### config.mk
export PLATFORM = sky130hd
export DESIGN_NAME = phb_bridge
export DESIGN_NICKNAME = d
export VERILOG_FILES = /design/src/phb_pkg.sv /design/src/phb_msi_gen.sv /design/src/phb_bridge.sv
export SDC_FILE = /design/constraint.sdc
export NUM_CORES = 1
export LEC_CHECK = 0
export BUFFER_PORTS_ARGS = -buffer_cell sky130_fd_sc_hd__clkbuf_2
export CORE_AREA = 2 2 342 344
export DETAILED_ROUTE_END_ITERATION = 8
export DIE_AREA = 0 0 344 346
export GPL_TIMING_DRIVEN = 1
export PLACE_DENSITY = 0.43
export SYNTH_ARGS = -nofsm -noshare
export SYNTH_HDL_FRONTEND = slang
export SYNTH_SLANG_ARGS = --single-unit
### constraint.sdc
create_clock -name mclk -period 2.84 [get_ports mclk]
set_input_delay 0 -clock mclk [delete_from_list [all_inputs] [get_ports mclk]]
set_output_delay 0 -clock mclk [all_outputs]
set_load 0.05 [all_outputs]
### src/phb_pkg.sv
// shared constants, types and carriers for the host bridge behaviour block
// How it works
// - root port local events and errors leave as MSI memory writes, not wires
// - every MSI write on the AXI manager port carries one reserved manager ID
// - MSI writes delay an ordinary memory write on the same manager port by one turn at most
// - optional downgrade: timed-out MMIO read returns all ones with OKAY response
// - every endpoint translation request is passed to the translation unit
// - a translation fault is answered with successful completion with data
// - that faulted completion clears read and write permission bits of data
// - unaligned host accesses with strobes become TLPs with dword address and BEs clipped to that dword
// - 1, 2 and 4 byte config accesses reach root port or downstream correctly
package phb_pkg;
    localparam int ID_W = 8;
    localparam int ADDR_W = 32;
    localparam int DATA_W = 32;
    localparam int STRB_W = DATA_W / 8;
    localparam int ATS_W = 64;
    localparam logic [ID_W-1:0] MSI_AXI_ID = 8'hFF;
    localparam logic [1:0] RESP_OKAY = 2'h0;
    localparam logic [1:0] RESP_SLVERR = 2'h2;
    localparam logic [2:0] CPL_STATUS_SC = 3'h0;
    localparam int ATS_R_BIT = 0;
    localparam int ATS_W_BIT = 1;
    localparam int CFG_BUS_LSB = 20;
    localparam logic CTO_DOWNGRADE_RST = 1'b0;
    localparam logic [DATA_W-1:0] ALL_ONES = 32'hFFFFFFFF;

    typedef enum logic [1:0] {
        PHB_CPL_OK = 2'b00,
        PHB_CPL_TIMEOUT = 2'b01,
        PHB_CPL_ERR = 2'b10
    } phb_cpl_st_e;

    typedef struct packed {
        logic [ID_W-1:0] id;
        logic [ADDR_W-1:0] addr;
        logic [DATA_W-1:0] wdata;
        logic [STRB_W-1:0] strb;
        logic [1:0] size;
        logic write;
        logic cfg;
    } phb_host_req_s;

    typedef struct packed {
        logic [ID_W-1:0] id;
        logic [ADDR_W-1:0] addr;
        logic [DATA_W-1:0] data;
        logic [STRB_W-1:0] first_be;
        logic write;
        logic cfg;
        logic to_root_port;
    } phb_tlp_req_s;

    typedef struct packed {
        logic [ID_W-1:0] id;
        logic [DATA_W-1:0] data;
        phb_cpl_st_e status;
        logic write;
    } phb_cpl_s;

    typedef struct packed {
        logic [ID_W-1:0] id;
        logic [DATA_W-1:0] rdata;
        logic [1:0] resp;
        logic write;
    } phb_host_rsp_s;

    typedef struct packed {
        logic [ID_W-1:0] id;
        logic [ADDR_W-1:0] addr;
        logic [DATA_W-1:0] data;
        logic [STRB_W-1:0] strb;
    } phb_axi_wr_s;

    typedef struct packed {
        logic [ID_W-1:0] id;
        logic [1:0] resp;
    } phb_axi_b_s;

    typedef struct packed {
        logic [7:0] tag;
        logic [15:0] req_id;
        logic [ATS_W-1:0] addr;
    } phb_ats_req_s;

    typedef struct packed {
        logic [7:0] tag;
        logic [15:0] req_id;
        logic fault;
        logic [ATS_W-1:0] data;
    } phb_ats_rsp_s;

    typedef struct packed {
        logic [7:0] tag;
        logic [15:0] req_id;
        logic has_data;
        logic [2:0] status;
        logic [ATS_W-1:0] data;
    } phb_ats_cpl_s;

    typedef enum logic {
        PHB_MSI_IDLE = 1'b0,
        PHB_MSI_SEND = 1'b1
    } phb_msi_st_e;
endpackage

### src/phb_msi_gen.sv
// turns root port event pulses into MSI write requests
`timescale 1ns/1ps
`default_nettype none
module phb_msi_gen #(
    parameter int NUM_EVT = 8
) (
    input wire logic mclk,
    input wire logic rst,
    input wire logic [NUM_EVT-1:0] evt,
    input wire logic [phb_pkg::ADDR_W-1:0] msi_addr,
    input wire logic [phb_pkg::DATA_W-1:0] msi_data_base,
    output logic [NUM_EVT-1:0] pending,
    output logic msi_valid,
    input wire logic msi_ready,
    output phb_pkg::phb_axi_wr_s msi_wr
);
    phb_pkg::phb_msi_st_e st_q, st_d;
    logic [NUM_EVT-1:0] pend_q, pend_d;
    logic [NUM_EVT-1:0] clr;
    phb_pkg::phb_axi_wr_s wr_q, wr_d;
    logic [phb_pkg::DATA_W-1:0] idx;
    logic found;

    always_comb
    begin
        idx = '0;
        found = 1'b0;
        for (int i = NUM_EVT - 1; i >= 0; i--)
        begin
            if (pend_q[i])
            begin
                idx = phb_pkg::DATA_W'(i);
                found = 1'b1;
            end
        end
        st_d = st_q;
        wr_d = wr_q;
        clr = '0;
        unique case (st_q)
            phb_pkg::PHB_MSI_IDLE:
            begin
                if (found)
                begin
                    // lowest pending bit, the same one the index search picked
                    clr = pend_q & (~pend_q + NUM_EVT'(1));
                    wr_d.id = phb_pkg::MSI_AXI_ID;
                    wr_d.addr = msi_addr;
                    wr_d.data = msi_data_base + idx;
                    wr_d.strb = '1;
                    st_d = phb_pkg::PHB_MSI_SEND;
                end
            end
            phb_pkg::PHB_MSI_SEND:
            begin
                if (msi_ready)
                    st_d = phb_pkg::PHB_MSI_IDLE;
            end
        endcase
        // a new event in the clearing cycle stays pending
        pend_d = (pend_q & ~clr) | evt;
    end

    always_ff @(posedge mclk)
    begin
        if (rst)
        begin
            st_q <= phb_pkg::PHB_MSI_IDLE;
            pend_q <= '0;
            wr_q <= '0;
        end
        else
        begin
            st_q <= st_d;
            pend_q <= pend_d;
            wr_q <= wr_d;
        end
    end

    assign pending = pend_q;
    assign msi_valid = (st_q == phb_pkg::PHB_MSI_SEND);
    assign msi_wr = wr_q;
endmodule // phb_msi_gen
`default_nettype wire

### src/phb_bridge.sv
// host bridge behaviour: MSI merge, request conversion, completions and ATS
`timescale 1ns/1ps
`default_nettype none
module phb_bridge #(
    parameter int NUM_EVT = 8
) (
    input wire logic mclk,
    input wire logic rst,
    input wire logic cto_downgrade_en,
    input wire logic [7:0] root_bus_num,
    input wire logic [NUM_EVT-1:0] rp_event,
    input wire logic [phb_pkg::ADDR_W-1:0] msi_addr,
    input wire logic [phb_pkg::DATA_W-1:0] msi_data_base,
    output logic [NUM_EVT-1:0] msi_pending,
    input wire logic host_req_valid,
    output logic host_req_ready,
    input wire phb_pkg::phb_host_req_s host_req,
    output logic tlp_valid,
    input wire logic tlp_ready,
    output phb_pkg::phb_tlp_req_s tlp,
    input wire logic cpl_valid,
    output logic cpl_ready,
    input wire phb_pkg::phb_cpl_s cpl,
    output logic host_rsp_valid,
    input wire logic host_rsp_ready,
    output phb_pkg::phb_host_rsp_s host_rsp,
    input wire logic dma_wr_valid,
    output logic dma_wr_ready,
    input wire phb_pkg::phb_axi_wr_s dma_wr,
    output logic axi_wr_valid,
    input wire logic axi_wr_ready,
    output phb_pkg::phb_axi_wr_s axi_wr,
    input wire logic axi_b_valid,
    output logic axi_b_ready,
    input wire phb_pkg::phb_axi_b_s axi_b,
    output logic dma_b_valid,
    input wire logic dma_b_ready,
    output phb_pkg::phb_axi_b_s dma_b,
    input wire logic ats_req_valid,
    output logic ats_req_ready,
    input wire phb_pkg::phb_ats_req_s ats_req,
    output logic xlat_req_valid,
    input wire logic xlat_req_ready,
    output phb_pkg::phb_ats_req_s xlat_req,
    input wire logic xlat_rsp_valid,
    output logic xlat_rsp_ready,
    input wire phb_pkg::phb_ats_rsp_s xlat_rsp,
    output logic ats_cpl_valid,
    input wire logic ats_cpl_ready,
    output phb_pkg::phb_ats_cpl_s ats_cpl
);
    // interrupt message source
    logic msi_valid;
    logic msi_ready;
    phb_pkg::phb_axi_wr_s msi_wr;

    phb_msi_gen #(
        .NUM_EVT(NUM_EVT)
    ) u_msi (
        .mclk(mclk),
        .rst(rst),
        .evt(rp_event),
        .msi_addr(msi_addr),
        .msi_data_base(msi_data_base),
        .pending(msi_pending),
        .msi_valid(msi_valid),
        .msi_ready(msi_ready),
        .msi_wr(msi_wr)
    );

    // option register, off through reset
    logic cto_q, cto_d;

    // manager write port: alternating priority between dma and msi
    logic aw_vld_q, aw_vld_d;
    phb_pkg::phb_axi_wr_s aw_q, aw_d;
    logic prio_msi_q, prio_msi_d;
    logic aw_free;
    logic pick_msi;

    // write response steering
    logic b_vld_q, b_vld_d;
    phb_pkg::phb_axi_b_s b_q, b_d;
    logic b_is_msi;

    // host request conversion
    logic t_vld_q, t_vld_d;
    phb_pkg::phb_tlp_req_s t_q, t_d;
    logic [phb_pkg::STRB_W-1:0] rd_be;
    logic [phb_pkg::STRB_W-1:0] lane_mask;

    // host response
    logic r_vld_q, r_vld_d;
    phb_pkg::phb_host_rsp_s r_q, r_d;

    // translation forward and completion
    logic x_vld_q, x_vld_d;
    phb_pkg::phb_ats_req_s x_q, x_d;
    logic c_vld_q, c_vld_d;
    phb_pkg::phb_ats_cpl_s c_q, c_d;

    always_comb
    begin
        cto_d = cto_downgrade_en;
    end

    assign aw_free = !aw_vld_q || axi_wr_ready;
    // msi has its own ID and its own turn, so ordinary writes always progress
    assign pick_msi = msi_valid && (prio_msi_q || !dma_wr_valid);
    assign msi_ready = aw_free && pick_msi;
    assign dma_wr_ready = aw_free && !pick_msi;

    always_comb
    begin
        aw_vld_d = aw_vld_q;
        aw_d = aw_q;
        prio_msi_d = prio_msi_q;
        if (aw_free)
        begin
            aw_vld_d = msi_valid || dma_wr_valid;
            if (pick_msi)
            begin
                aw_d = msi_wr;
                prio_msi_d = 1'b0;
            end
            else if (dma_wr_valid)
            begin
                aw_d = dma_wr;
                prio_msi_d = 1'b1;
            end
        end
    end

    // responses to interrupt writes are swallowed here
    assign b_is_msi = (axi_b.id == phb_pkg::MSI_AXI_ID);
    assign axi_b_ready = b_is_msi || !b_vld_q || dma_b_ready;

    always_comb
    begin
        b_vld_d = b_vld_q && !dma_b_ready;
        b_d = b_q;
        if (axi_b_valid && !b_is_msi && (!b_vld_q || dma_b_ready))
        begin
            b_vld_d = 1'b1;
            b_d = axi_b;
        end
    end

    // byte enables of a read from address offset and transfer size
    always_comb
    begin
        unique case (host_req.size)
            2'h0: lane_mask = 4'h1;
            2'h1: lane_mask = 4'h3;
            default: lane_mask = 4'hF;
        endcase
        rd_be = phb_pkg::STRB_W'(lane_mask << host_req.addr[1:0]);
    end

    assign host_req_ready = !t_vld_q || tlp_ready;

    always_comb
    begin
        t_vld_d = t_vld_q && !tlp_ready;
        t_d = t_q;
        if (host_req_valid && host_req_ready)
        begin
            t_vld_d = 1'b1;
            t_d.id = host_req.id;
            t_d.addr = {host_req.addr[phb_pkg::ADDR_W-1:2], 2'b00};
            t_d.data = host_req.wdata;
            // write lanes follow the strobes, clipped to the addressed bytes
            t_d.first_be = host_req.write ? (host_req.strb & rd_be) : rd_be;
            t_d.write = host_req.write;
            t_d.cfg = host_req.cfg;
            t_d.to_root_port = host_req.cfg &&
                (host_req.addr[phb_pkg::CFG_BUS_LSB +: 8] == root_bus_num);
        end
    end

    assign cpl_ready = !r_vld_q || host_rsp_ready;

    always_comb
    begin
        r_vld_d = r_vld_q && !host_rsp_ready;
        r_d = r_q;
        if (cpl_valid && cpl_ready)
        begin
            r_vld_d = 1'b1;
            r_d.id = cpl.id;
            r_d.write = cpl.write;
            r_d.rdata = cpl.data;
            r_d.resp = phb_pkg::RESP_OKAY;
            if (cpl.status == phb_pkg::PHB_CPL_TIMEOUT && cto_q && !cpl.write)
            begin
                r_d.rdata = phb_pkg::ALL_ONES;
            end
            else if (cpl.status != phb_pkg::PHB_CPL_OK)
            begin
                r_d.resp = phb_pkg::RESP_SLVERR;
            end
        end
    end

    assign ats_req_ready = !x_vld_q || xlat_req_ready;

    always_comb
    begin
        x_vld_d = x_vld_q && !xlat_req_ready;
        x_d = x_q;
        if (ats_req_valid && ats_req_ready)
        begin
            x_vld_d = 1'b1;
            x_d = ats_req;
        end
    end

    assign xlat_rsp_ready = !c_vld_q || ats_cpl_ready;

    always_comb
    begin
        c_vld_d = c_vld_q && !ats_cpl_ready;
        c_d = c_q;
        if (xlat_rsp_valid && xlat_rsp_ready)
        begin
            c_vld_d = 1'b1;
            c_d.tag = xlat_rsp.tag;
            c_d.req_id = xlat_rsp.req_id;
            c_d.has_data = 1'b1;
            c_d.status = phb_pkg::CPL_STATUS_SC;
            c_d.data = xlat_rsp.data;
            if (xlat_rsp.fault)
            begin
                c_d.data[phb_pkg::ATS_R_BIT] = 1'b0;
                c_d.data[phb_pkg::ATS_W_BIT] = 1'b0;
            end
        end
    end

    always_ff @(posedge mclk)
    begin
        if (rst)
        begin
            cto_q <= phb_pkg::CTO_DOWNGRADE_RST;
            aw_vld_q <= 1'b0;
            aw_q <= '0;
            prio_msi_q <= 1'b0;
            b_vld_q <= 1'b0;
            b_q <= '0;
            t_vld_q <= 1'b0;
            t_q <= '0;
            r_vld_q <= 1'b0;
            r_q <= '0;
            x_vld_q <= 1'b0;
            x_q <= '0;
            c_vld_q <= 1'b0;
            c_q <= '0;
        end
        else
        begin
            cto_q <= cto_d;
            aw_vld_q <= aw_vld_d;
            aw_q <= aw_d;
            prio_msi_q <= prio_msi_d;
            b_vld_q <= b_vld_d;
            b_q <= b_d;
            t_vld_q <= t_vld_d;
            t_q <= t_d;
            r_vld_q <= r_vld_d;
            r_q <= r_d;
            x_vld_q <= x_vld_d;
            x_q <= x_d;
            c_vld_q <= c_vld_d;
            c_q <= c_d;
        end
    end

    assign axi_wr_valid = aw_vld_q;
    assign axi_wr = aw_q;
    assign dma_b_valid = b_vld_q;
    assign dma_b = b_q;
    assign tlp_valid = t_vld_q;
    assign tlp = t_q;
    assign host_rsp_valid = r_vld_q;
    assign host_rsp = r_q;
    assign xlat_req_valid = x_vld_q;
    assign xlat_req = x_q;
    assign ats_cpl_valid = c_vld_q;
    assign ats_cpl = c_q;
endmodule // phb_bridge
`default_nettype wire

## Word-level counts from Yosys, hierarchy flattened

Cells that the tools add are included.

| word-level totals | value |
|---|---|
| flip-flop bits (word level) | 466 |
| input port bits | 481 |
| output and inout bits | 408 |
| logic and storage cells | 135 |

| cells by class | value |
|---|---|
| add/subtract/negate cells | 2 |
| eq/ne operators | 4 |
| shifts and indexed selects | 1 |
| muxes and demuxes | 36 |
| bitwise logic cells | 7 |
| reduce and logical (&&, ||, !) cells | 47 |

Operator list:

| kind | number |
|---|---|
| 2-to-1 mux 32 bit | 8 |
| 2-to-1 mux 76 bit | 2 |
| adder 32 bit | 1 |
| logical AND 1 bit | 17 |
| 2-to-1 mux 1 bit | 17 |
| bitwise AND 8 bit | 2 |
| 2-to-1 mux 8 bit | 2 |
| inverter 8 bit | 2 |
| zero test 1 bit | 15 |
| logical OR 1 bit | 10 |
| adder 8 x 1 -> 8 bit, second input constant | 1 |
| == test 8 bit | 1 |
| == test 8 bit, second input constant | 1 |
| bitwise OR 8 bit | 1 |
| one-hot mux 4 bit (2 select lines) | 1 |
| 2-to-1 mux 2 bit | 3 |
| bitwise AND 4 bit | 1 |
| == test 2 x 1 -> 1 bit, second input constant | 2 |
| 2-to-1 mux 4 bit | 1 |
| AND reduction 2 bit | 2 |
| nonzero test 2 bit | 2 |
| << shifter 4 x 2 -> 4 bit | 1 |
| 2-to-1 mux 3 bit | 1 |
| zero test 2 bit | 1 |
| other kinds (2) | 2 |

## Depth between registers and ports, before layout

Gate-level depths: netlist (run 1).

| logic depth | value |
|---|---|
| depth in word-level cells | 13 |
| mapped depth | 12 |
| mapped depth without buffers | 12 |

## Modules after synthesis

Synthesis (run 1) repeated with hierarchy kept, for this count alone.

| second synthesis, totals | value |
|---|---|
| cell total of the unflattened synthesis | 2108 |
| area total of the unflattened synthesis | 17650.7 µm² |

By module, submodules not included:

| module | instances | cells an instance | area an instance (µm²) | seq. area each (µm²) |
|---|---|---|---|---|
| phb_bridge | 1 | 1703 | 14337.5 | 7807.5 |
| phb_msi_gen | 1 | 405 | 3313.2 | 1481.4 |

## Worst setup path after synthesis (run 1)

OpenSTA, ideal clock, no wires.

| timing path | value |
|---|---|
| path kind | register -> register |
| start | reg u_msi.pend_q[6] (netlist: u_msi.pending[6]) |
| end | reg u_msi.wr_q, in the netlist u_msi.msi_wr[16] |
| setup time | 0.091 ns |
| arrival | 2.687 ns |
| required time | 2.749 ns |
| setup slack | 0.062 ns |
| stages on the path, launching flop included | 13 |
| buffers on the path | 0 |
| clock period less this slack | 2.778 ns |
| path through | dfxtp_1 > inv_1 > a21oi_1 > o21bai_1 > a21oi_1 > nor2_1 > ha_1 > fa_1 > a21oi_1 > nor2_1 > nand3_1 > o21ai_0 > a311oi_1 |

| between the ends | value |
|---|---|
| cells in the longest elaborated chain, start to end | 8 |
| elaborated cells on any way between the ends | 16 |
| classes of those cells | add/sub: 1; mux: 14; reduce/logical: 1 |

Ends and longest elaborated chain:

| item | line | text |
|---|---|---|
| from (decl) | phb_msi_gen.sv:18 | `logic [NUM_EVT-1:0] pend_q, pend_d;` |
| from (signal assigned) | phb_msi_gen.sv:74 | `pend_q <= pend_d;` |
| 2-to-1 mux 32 bit / 2-to-1 mux 1 bit (equally long branches) (7 in series) | phb_msi_gen.sv:30 | `if (pend_q[i])` |
| adder 32 bit / AND reduction 2 bit (equally long branches) | n/a |  |
| to (signal assigned) | phb_msi_gen.sv:75 | `wr_q <= wr_d;` |
| to (decl) | phb_msi_gen.sv:20 | `phb_pkg::phb_axi_wr_s wr_q, wr_d;` |

Several ways; a longest one is shown, not always the timed one.
A chain may end at the register's enable or synchronous reset.

## Final worst setup path (run 1)

| timing path | value |
|---|---|
| start | reg u_msi.pend_q[6] (netlist: u_msi.pending[6]) |
| end | reg u_msi.wr_q, in the netlist u_msi.msi_wr[34] |

The elaborated chain is that of the path after synthesis.

==> out/qor.yml, run 1 <==
sta:
  fin_worst_skew_ps: 23.77
  finalSetupViolations: 0
  fmax_mhz: 378.4
  slew_viol_final: 0
  hold_violations: 0
  slew_headroom: 0.3078
  tightest_slew_ps: 1034
  period_minus_slack_ps: 2643
  period_share: 0.9306
  setup_slack_ps: 197.1
  hold_ws_ps: 2.105
hold_path:
  hold_path_startpoint: "rst"
  worstHoldPathType: "primary input to flip-flop"
  hold_end: "xlat_req[29]$_SDFFE_PP0P_"
  min_path_cells: 3
finish:
  final_util: 0.2728
  fill_cells: 12630
  syn_to_final_growth_pct: 80.53
  drive_above_1_share: 0.2883
  design_area_um2: 31490
  final_nets: 4028
  final-instance-count-excl-fill: 5120
setup_path:
  arrival_ps: 3110
  critPathMostFrequentCell: "a21oi_1"
  cp_data_required_time_ps: 3310
  cp-start-kind: "flip-flop"
  timing.rr.start: "u_msi.pending[6]$_SDFF_PP0_"
  cp_top_family: "compound AO/OA/AOI/OAI gates"
  path_cells: "inv_1 > a21oi_1 > o21bai_1 > a21oi_1 > nor2_1 > ha_1 > fa_1 > a21oi_2 > nor4_4 > buf_4 > nand4_1 > xor2_1 > a211oi_1"
  path_buf_inv: 2
  rrSetupSlack_ps: 200
  reg2reg_depth: 13
  worstPathMaxFanout: 9
  critPathMaxStageDelay_ps: 440
  critPathKind: "flip-flop to flip-flop"
  crit_path_end_kind: "flip-flop"
  startpoint: "u_msi.pending[6]$_SDFF_PP0_"
  reg2reg_to: "u_msi.msi_wr[34]$_SDFFE_PP0P_"
  crit_path_top_delay_cell: "fa_1"
power:
  p_comb_frac: 0.238
  peakVddDrop_uv: 414.3
  p_seq_frac: 0.382
  power.leakage_nw: 14.27
  pwr-share-clk: 0.380
  p_sw_frac: 0.3278
  power.density_nw_per_um2: 608.2
  p_switching_mw: 6.277
  intPower_mw: 12.87
logic_synthesis:
  yosys.area.top_type: "dfxtp_1"
  synth.area.top_cells: "dfxtp_1, nand2_1, a21oi_1"
  syn_area_per_cell_um2: 8.212
  synth_top_area_frac: 0.5325
  synth-seq-cells: 464
  yosys.cell_types.count: 47
  ys_seq_area_frac: 0.5325
  syn_area_um2: 17440
  ys.warnings.count: 0
  synthCells: 2124
route:
  drtPass1Iterations: 5
  drt_iter0_markers: 811
  vias: 20040
  via_per_inst: 3.913
  wl_per_cell_um: 17.56
  antenna_left: 0
  drc: 0
  wl_um: 89890
global_route:
  grt_pass1_wl_um: 129800
  grt_pass1_vias: 20540
  track_usage: 0.1436
  antenna_found_initial: 26
  overflow: 0
  grt_max_degree: 85
floorplan:
  die_width_um: 344
  die_h_um: 346
  ioPinCount: 889
  core_um2: 115400
  die-area_um2: 119000
  initial_core_util: 0.1511
  fp-row-count: 125
cts:
  clock_sinks: 464
  cts.path.max_buffers: 3
  clk_pin_slew_ps: 60
  cts_max_level: 2
  cts_tree: "yes"
  numCtsBuffers: 57
  clock_latency_ps: 640
  root_buffer: "clkbuf_16"
placed_design:
  post-place-ws_ps: 34.02
  place_area_um2: 23670
  dp.cells: 4413
  dp_hpwl_um: 66450
  routabilityCongestion: 0.8319
  io_buffers: 882
run_status:
  status: "complete, no violations"
flow_run:
  cap_violations: 0
-- worst min-delay path, stage by stage --
cell and delay (ps):
buf_8 220, buf_4 270, a21oi_1 100
-- flip-flops by register name, indices dropped and copies added (netlist names), 8 cells and up --
| name | cells |
|---|---|
| host_rsp | 42 |
| ats_cpl | 89 |
| tlp | 77 |
| u_msi.msi_wr | 65 |
| axi_wr | 76 |
| dma_b | 10 |
| xlat_req | 88 |
| u_msi.pending | 8 |
-- metal layers --
metal  up-vias  track usage  part of all wire
met4        12      0.04800             0.031
met1      9273       0.1548              0.38
li1       9939            -                 -
met2       653       0.2586              0.50
met5         -            0           0.00078
met3       159      0.04979             0.085
-- through the flow --
stage | TNS, ps | power, mW
3_5_place_dp | 0 | 11.33
6_report | 0 | 19.15
2_1_floorplan | 0 | 9.937
4_1_cts | 0 | 19.51
3_3_place_gp | 0 | 11.31
5_1_grt | -7.303 | 20.10
-- layout make-up --
type	count	area, um^2	share of cell area
Timing Repair Buffer	1516	10840	0.3443
Sequential cell	464	9289	0.2950
Multi-Input combinational cell	1491	7538	0.2394
Tap cell	1524	1907	0.06056
Clock buffer	86	1708	0.05424
Clock inverter	13	125.1	0.003973
Inverter	13	48.80	0.001550
Antenna cell	13	32.53	0.001033
-- cells by family (layout without fill, tap and decap cells) --
family / count (synthesis) / after routing / synth area share
other cells: 1 / 19 / 0.0002150
buf+inv: 175 / 1628 / 0.04060
flops: 464 / 464 / 0.5325
compound gates: 463 / 463 / 0.1513
xor+xnor: 32 / 32 / 0.01607
fa+ha+maj: 4 / 4 / 0.003300
simple gates: 911 / 912 / 0.2135
mux: 74 / 74 / 0.04246
-- layout by cell type, fill, tap and decap left out, types with 6 or more instances in the layout --
cell type	n
dlygate4sd3_1	592
a21oi_1	329
xnor2_1	16
nand4_1	9
inv_1	13
clkinv_2	8
clkbuf_16	59
nand2_1	598
nand2b_1	12
a211oi_1	99
buf_4	28
clkbuf_2	881
o21ai_0	10
nor3_1	41
diode_2	13
dfxtp_1	464
nand3_1	9
buf_12	14
nor2_1	201
or3_1	8
xor2_1	16
clkbuf_8	13
conb_1	6
clkbuf_1	14
mux2i_1	74
-- worst max-delay path by stage --
stage,to,cells past startpoint
6_report,u_msi.msi_wr[34]$_SDFFE_PP0P_,13
5_1_grt,u_msi.msi_wr[34]$_SDFFE_PP0P_,13
4_1_cts,u_msi.msi_wr[16]$_SDFFE_PP0P_,12
3_5_place_dp,u_msi.msi_wr[16]$_SDFFE_PP0P_,12
3_3_place_gp,u_msi.msi_wr[16]$_SDFFE_PP0P_,12
2_1_floorplan,u_msi.msi_wr[16]$_SDFFE_PP0P_,12
-- power groups by stage --
stage / combinational [mW] / clock, mW / sequential [mW]
final: 4.55 / 7.28 / 7.32
after global routing: 4.88 / 7.84 / 7.38
after CTS: 4.59 / 7.59 / 7.33
after detailed placement: 3.86 / 0 / 7.47
after global placement: 3.86 / 0 / 7.45
after floorplan: 1.18 / 0 / 8.76
-- synth_stat cells, drive strengths merged --
cell type  count
nand2b        12
o21a           1
mux2i         74
inv           13
clkbuf       128
and3           4
a311oi         5
o311ai         1
nand3b         2
o21bai         4
xor2          16
nor4           7
xnor2         16
a2111oi        1
buf           34
conb           1
nor2         202
nor2b          4
dfxtp        464
a31oi          2
nand2        602
or2            1
o211a          1
a21o           2
a211oi       101
nor3          41
ha             3
nand4         12
fa             1
or3            8
and2           4
nand3         10
and4           2
a21oi        331
o21ai         12
a211o          1
o221ai         1
-- timing repair --
action / CTS / global route
hold buffers: 592 / 0
endpoints found under the setup margin: 0 / 14
gates resized for setup: 0 / 1
hold endpoints to repair: 462 / 0
buffers inserted: 0 / 2
(Power assumes the default switching activity.)
==> run 2: changes to the inputs <==
--- a/config.mk
+++ b/config.mk
@@ -9,8 +9,8 @@
 export CORE_AREA = 2 2 342 344
 export DETAILED_ROUTE_END_ITERATION = 8
 export DIE_AREA = 0 0 344 346
-export GPL_TIMING_DRIVEN = 1
 export PLACE_DENSITY = 0.43
+export RECOVER_POWER = 50
 export SYNTH_ARGS = -nofsm -noshare
 export SYNTH_HDL_FRONTEND = slang
 export SYNTH_SLANG_ARGS = --single-unit
==> out/qor.yml, run 2 (synthesis results as in run 1) <==
hold_path:
  worstHoldPathType: "primary input to flip-flop"
  hold_path_startpoint: "rst"
  min_path_cells: 3  # unchanged
  hold_end: "xlat_req[29]$_SDFFE_PP0P_"
sta:
  slew_headroom: 0.2228  # -0.08501
  hold_violations: 1  # +1
  fin_worst_skew_ps: 24.34  # +0.5742 ps
  period_share: 0.9305  # about the same
  slew_viol_final: 0  # unchanged
  fmax_mhz: 378.4  # about the same
  period_minus_slack_ps: 2643  # -0.2110 ps
  fin_tns_setup_ps: 0  # unchanged
  finalSetupViolations: 0  # unchanged
  hold_ws_ps: -1.719  # -3.824 ps
  tightest_slew_ps: 1165  # +130.8 ps
route:
  routed.top_layer: "met5"
  wl_um: 89930  # about the same
  met2_wirelength_um: 45160  # about the same
  drt_iter0_markers: 791  # -2.5%
  wl_per_cell_um: 17.56  # about the same
  antenna_left: 0  # unchanged
  drc: 0  # unchanged
  wl_met3_um: 7738  # +1.2%
  via_per_inst: 3.927  # +0.34%
  vias: 20100  # +0.34%
  drtPass1Iterations: 5  # unchanged
  wl_met1_um: 34070  # -0.52%
floorplan:
  fp-row-count: 125  # unchanged
  die_width_um: 344  # unchanged
  die_h_um: 346  # unchanged
  initial_core_util: 0.1511  # unchanged
  die-area_um2: 119000  # unchanged
  ioPinCount: 889  # unchanged
  core_um2: 115400  # unchanged
global_route:
  grt_pass1_vias: 20540  # unchanged
  grt_max_degree: 85  # unchanged
  track_usage: 0.1436  # unchanged
  overflow: 0  # unchanged
  grt_pass1_wl_um: 129800  # unchanged
  antenna_found_initial: 26  # unchanged
setup_path:
  arrival_ps: 3110  # about the same
  timing.rr.start: "u_msi.pending[6]$_SDFF_PP0_"
  reg2reg_to: "u_msi.msi_wr[34]$_SDFFE_PP0P_"
  cp-start-kind: "flip-flop"
  worstPathMaxFanout: 9  # unchanged
  rrSetupSlack_ps: 200  # about the same
  cp_data_required_time_ps: 3300  # about the same
  crit_path_end_kind: "flip-flop"
  critPathKind: "flip-flop to flip-flop"
  reg2reg_depth: 13  # unchanged
finish:
  syn_to_final_growth_pct: 77.47
  layout_commonest_cell: "nand2_1"
  design_area_um2: 30960  # -1.7%
  largest_register_ffs: 89  # unchanged
  drive_above_1_share: 0.1758  # -0.1125
  final_nets: 4028  # unchanged
  final_cell_mix: "nand2_1, dlygate4sd3_1, clkbuf_2"
cts:
  clock_latency_ps: 640  # about the same
  root_buffer: "clkbuf_16"
  numCtsBuffers: 57  # unchanged
  cts_max_level: 2  # unchanged
  clock_sinks: 464  # unchanged
  clk_pin_slew_ps: 60  # about the same
  cts_tree: "yes"
  cts.path.max_buffers: 3  # unchanged
placed_design:
  io_buffers: 882  # unchanged
  place_area_um2: 23670  # unchanged
  routabilityCongestion: 0.8319  # unchanged
  dp_hpwl_um: 66450  # unchanged
power:
  peakVddDrop_uv: 392.1  # -5.4%
  power.leakage_nw: 12.93  # -9.3%
  power.density_nw_per_um2: 615.2  # +1.2%
  p_total_mw: 19.04  # -0.56%
run_status:
  violations: "negative hold slack"
  status: "finished with violations"
flow_run:
  cap_violations: 0  # unchanged
[run 2: cell count changes in the layout (fill, tap and decap cells not counted), sizes merged]
cell	delta
buf	-1
clkbuf	+1
[run 2: area by class of cell]
type	count	area [um^2]
fill	12840	84470
timing repair buffer	1516	10320
sequential	464	9289
multi-input combinational	1491	7523
tap	1524	1907
clock buffer	86	1708
clock inverter	13	125.1
inverter	13	48.80
antenna	13	32.53
[run 2: per-layer routing]
layer  GRT usage  vias to the layer above
met5           0                        -
met2      0.2586                      666
met3     0.04979                      168
met1      0.1548                     9313
li1            -                     9945
met4     0.04800                       12
[run 2: stage by stage]
| stage | setup WS (ps) | util | cells | hold WS [ps] |
|---|---|---|---|---|
| 6_report | 197.3 | 0.2682 | 5120 | -1.719 |
| 4_1_cts | 36.32 | 0.2723 | 5104 | 13.74 |
| 5_1_grt | -5.880 | 0.2682 | 5120 | 9.997 |
| 2_1_floorplan | 61.84 | - | 2129 | 117.4 |
| 3_5_place_dp | 34.02 | 0.2051 | 4413 | 227.7 |
| 3_3_place_gp | 93.85 | 0.2051 | 4413 | 223.1 |
[run 2: report_power, final]
part / leakage, nW / switching (mW) / internal [mW]
sequential: 3.83 / 0.307 / 7.01
combinational: 8.19 / 2.97 / 1.48
clock: 0.905 / 2.99 / 4.28
total: 12.9 / 6.27 / 12.8
[run 2: critical path: stages (launching register included)]
cell	delay, ps
dfxtp_1	420
inv_1	60
a21oi_1	150
o21bai_1	80
a21oi_1	160
nor2_1	60
ha_1	230
fa_1	440
a21oi_2	300
nor4_4	70
buf_4	180
nand4_1	110
xor2_1	150
a211oi_1	80
[run 2: repair_timing]
| action | in CTS | in global routing |
|---|---|---|
| setup endpoints to repair | 0 | 14 |
| hold buffers | 592 | 0 |
| gates resized for setup | 0 | 1 |
| setup buffers | 0 | 2 |
| endpoints found under the hold margin | 462 | 0 |
[run 2: worst max path at each step]
stage,to,from,slack (ps),cells past startpoint
floorplan,u_msi.msi_wr[16]$_SDFFE_PP0P_,u_msi.pending[6]$_SDFF_PP0_,60,12
detailed placement,u_msi.msi_wr[16]$_SDFFE_PP0P_,u_msi.pending[6]$_SDFF_PP0_,30,12
global placement,u_msi.msi_wr[16]$_SDFFE_PP0P_,u_msi.pending[6]$_SDFF_PP0_,90,12
finish,u_msi.msi_wr[34]$_SDFFE_PP0P_,u_msi.pending[6]$_SDFF_PP0_,200,13
CTS,u_msi.msi_wr[16]$_SDFFE_PP0P_,u_msi.pending[6]$_SDFF_PP0_,40,12
global route,u_msi.msi_wr[34]$_SDFFE_PP0P_,u_msi.pending[6]$_SDFF_PP0_,-6,13
==> run 3: changes to the inputs <==
--- a/config.mk
+++ b/config.mk
@@ -7,9 +7,10 @@
 export LEC_CHECK = 0
 export BUFFER_PORTS_ARGS = -buffer_cell sky130_fd_sc_hd__clkbuf_2
 export CORE_AREA = 2 2 342 344
+export CTS_CLUSTER_DIAMETER = 50
 export DETAILED_ROUTE_END_ITERATION = 8
 export DIE_AREA = 0 0 344 346
-export PLACE_DENSITY = 0.43
+export PLACE_DENSITY = 0.44
 export RECOVER_POWER = 50
 export SYNTH_ARGS = -nofsm -noshare
 export SYNTH_HDL_FRONTEND = slang
==> constraint.sdc (replaced) <==
create_clock -name mclk -period 2.15 [get_ports mclk]
set_input_delay 0 -clock mclk [delete_from_list [all_inputs] [get_ports mclk]]
set_output_delay 0 -clock mclk [all_outputs]
set_load 0.05 [all_outputs]
==> out/qor.yml, run 3 (synthesis results as in run 1) <==
run_status:
  status: "finished with violations"
  violations: "negative setup slack"
finish:
  layout_commonest_cell: "dlygate4sd3_1"
  syn_to_final_growth_pct: 90.09
  fill_cells: 12660  # -1.4%
  drive_above_1_share: 0.2049  # +0.02906
  final_util: 0.2873  # +0.01907
  final_cell_mix: "dlygate4sd3_1, nand2_1, clkbuf_2"
  final_nets: 4149  # +3.0%
  largest_register_ffs: 89  # unchanged
route:
  wl_um: 95940  # +6.7%
  via_per_inst: 3.931  # +0.12%
  drtPass1Iterations: 6  # +1
  drc: 0  # unchanged
  drt_iter0_markers: 964  # +22%
  antenna_left: 0  # unchanged
  vias: 20730  # +3.1%
  wl_per_cell_um: 18.19  # +3.6%
floorplan:
  die-area_um2: 119000  # unchanged
  ioPinCount: 889  # unchanged
  initial_core_util: 0.1511  # unchanged
  fp-row-count: 125  # unchanged
  die_h_um: 346  # unchanged
  core_um2: 115400  # unchanged
  die_width_um: 344  # unchanged
global_route:
  overflow: 0  # unchanged
  grt_max_degree: 95  # +12%
  antenna_found_initial: 40  # +54%
  grt_pass1_wl_um: 135700  # +4.6%
  grt_pass1_vias: 21370  # +4.1%
  track_usage: 0.1517  # +0.008125
placed_design:
  io_buffers: 882  # unchanged
  dp_hpwl_um: 69930  # +5.2%
  post-place-ws_ps: -184.5  # -218.5 ps
  routabilityCongestion: 0.8723  # +4.9%
setup_path:
  reg2reg_depth: 10  # -3
  cp_data_required_time_ps: 2700  # -600 ps
  rrSetupSlack_ps: -140  # -330 ps
  timing.rr.start: "u_msi.pending[7]$_SDFF_PP0_"
  cp-start-kind: "flip-flop"
  worstPathMaxFanout: 4  # -5
  critPathKind: "flip-flop to flip-flop"
  crit_path_end_kind: "flip-flop"
  reg2reg_to: "u_msi.msi_wr[29]$_SDFFE_PP0P_"
  arrival_ps: 2830  # -280 ps
hold_path:
  hold_end: "dma_b[4]$_SDFFE_PP0P_"
  hold_path_startpoint: "dma_b_ready"
  worstHoldPathType: "primary input to flip-flop"
  min_path_cells: 6  # +3
sta:
  hold_violations: 0  # -1
  hold_ws_ps: 102.1  # +103.8 ps
  slew_viol_final: 0  # unchanged
  fmax_mhz: 437.2  # +16%
  finalSetupViolations: 30  # +30
  slew_headroom: 0.3586  # +0.1358
  period_minus_slack_ps: 2287  # -355.5 ps
  fin_tns_setup_ps: -2093  # -2093 ps
  rsz0062_at_grt: "yes"
  fin_worst_skew_ps: 23.59  # -0.7511 ps
  period_share: 1.064  # +0.1333
  tightest_slew_ps: 962.2  # -203.0 ps
  setup_slack_ps: -137.3  # -334.5 ps
cts:
  cts.path.max_buffers: 3  # unchanged
  clock_latency_ps: 630  # about the same
  numCtsBuffers: 77  # +35%
  clock_sinks: 464  # unchanged
  root_buffer: "clkbuf_16"
  cts_tree: "yes"
  cts_max_level: 3  # +1
  clk_pin_slew_ps: 60  # about the same
power:
  peakVddDrop_uv: 641.5  # +64%
  p_seq_frac: 0.337  # -0.047
  p_comb_frac: 0.219  # -0.015
  power.leakage_nw: 14.06  # +8.7%
  p_switching_mw: 9.232  # +47%
  intPower_mw: 19.45  # +52%
  p_sw_frac: 0.3219  # -0.007546
  p_total_mw: 28.68  # +51%
  pwr-share-clk: 0.444  # +0.062
  power.density_nw_per_um2: 865.0  # +41%
flow_run:
  cap_violations: 0  # unchanged
-- run 3: power by group through the flow --
stage	registers (mW)	logic [mW]	clock network [mW]
after global routing	9.73	6.70	13.5
after floorplan	11.6	1.57	0
after detailed placement	9.84	5.23	0
after CTS	9.66	6.31	13.1
after global placement	9.82	5.22	0
final	9.66	6.27	12.7
-- run 3: per-layer routing --
metal  up-vias  global-route usage  wire (um)
li1      10220                   -          -
met1      9641              0.1664      37360
met2       684              0.2604      47610
met3       183             0.05281       7618
met4        10             0.07054       3283
met5         -                   0         69
-- run 3: cell type report --
type,count,area (um^2),area share
clock inverter,42,519.2,0.01566
sequential,464,9314,0.2809
clock buffer,97,2116,0.06381
inverter,13,48.80,0.001472
antenna,26,65.06,0.001962
multi-input combinational,1490,7747,0.2337
tap,1524,1907,0.05751
timing repair buffer,1618,11440,0.3450
-- run 3: how the worst max path moves through the flow --
stage                                start                            end  slack [ps]  depth (start not counted)
6_report       u_msi.pending[7]$_SDFF_PP0_  u_msi.msi_wr[29]$_SDFFE_PP0P_        -140                         10
5_1_grt        u_msi.pending[7]$_SDFF_PP0_  u_msi.msi_wr[29]$_SDFFE_PP0P_        -230                         10
4_1_cts        u_msi.pending[7]$_SDFF_PP0_  u_msi.msi_wr[29]$_SDFFE_PP0P_        -120                         10
3_5_place_dp   u_msi.pending[6]$_SDFF_PP0_  u_msi.msi_wr[35]$_SDFFE_PP0P_        -180                          9
2_1_floorplan  u_msi.pending[7]$_SDFF_PP0_  u_msi.msi_wr[30]$_SDFFE_PP0P_        -110                         11
3_3_place_gp   u_msi.pending[6]$_SDFF_PP0_  u_msi.msi_wr[21]$_SDFFE_PP0P_        -160                         10
-- run 3: repair_timing --
item	in CTS	in global routing
hold buffers	656	0
setup endpoints to repair	25	73
endpoints found under the hold margin	462	0
setup buffers	3	13
gates cloned	0	5
resized for setup	11	26
pin swaps	22	19
-- run 3: per-stage QoR --
stage	instances	cell area, um^2
6_report	5274	33160
5_1_grt	5271	33150
4_1_cts	5232	33340
3_5_place_dp	4434	24060
3_3_place_gp	4434	24060
2_1_floorplan	2129	17570
-- run 3: worst max-delay path, stage by stage, from the launching register on --
cell and delay (ps):
dfxtp_4 380, nor2_4 50, nor3_4 110, nor3_2 60, nor3_2 250, ha_1 300
a211o_4 370, and3_4 190, and4_1 200, xnor2_1 120, a211oi_1 180
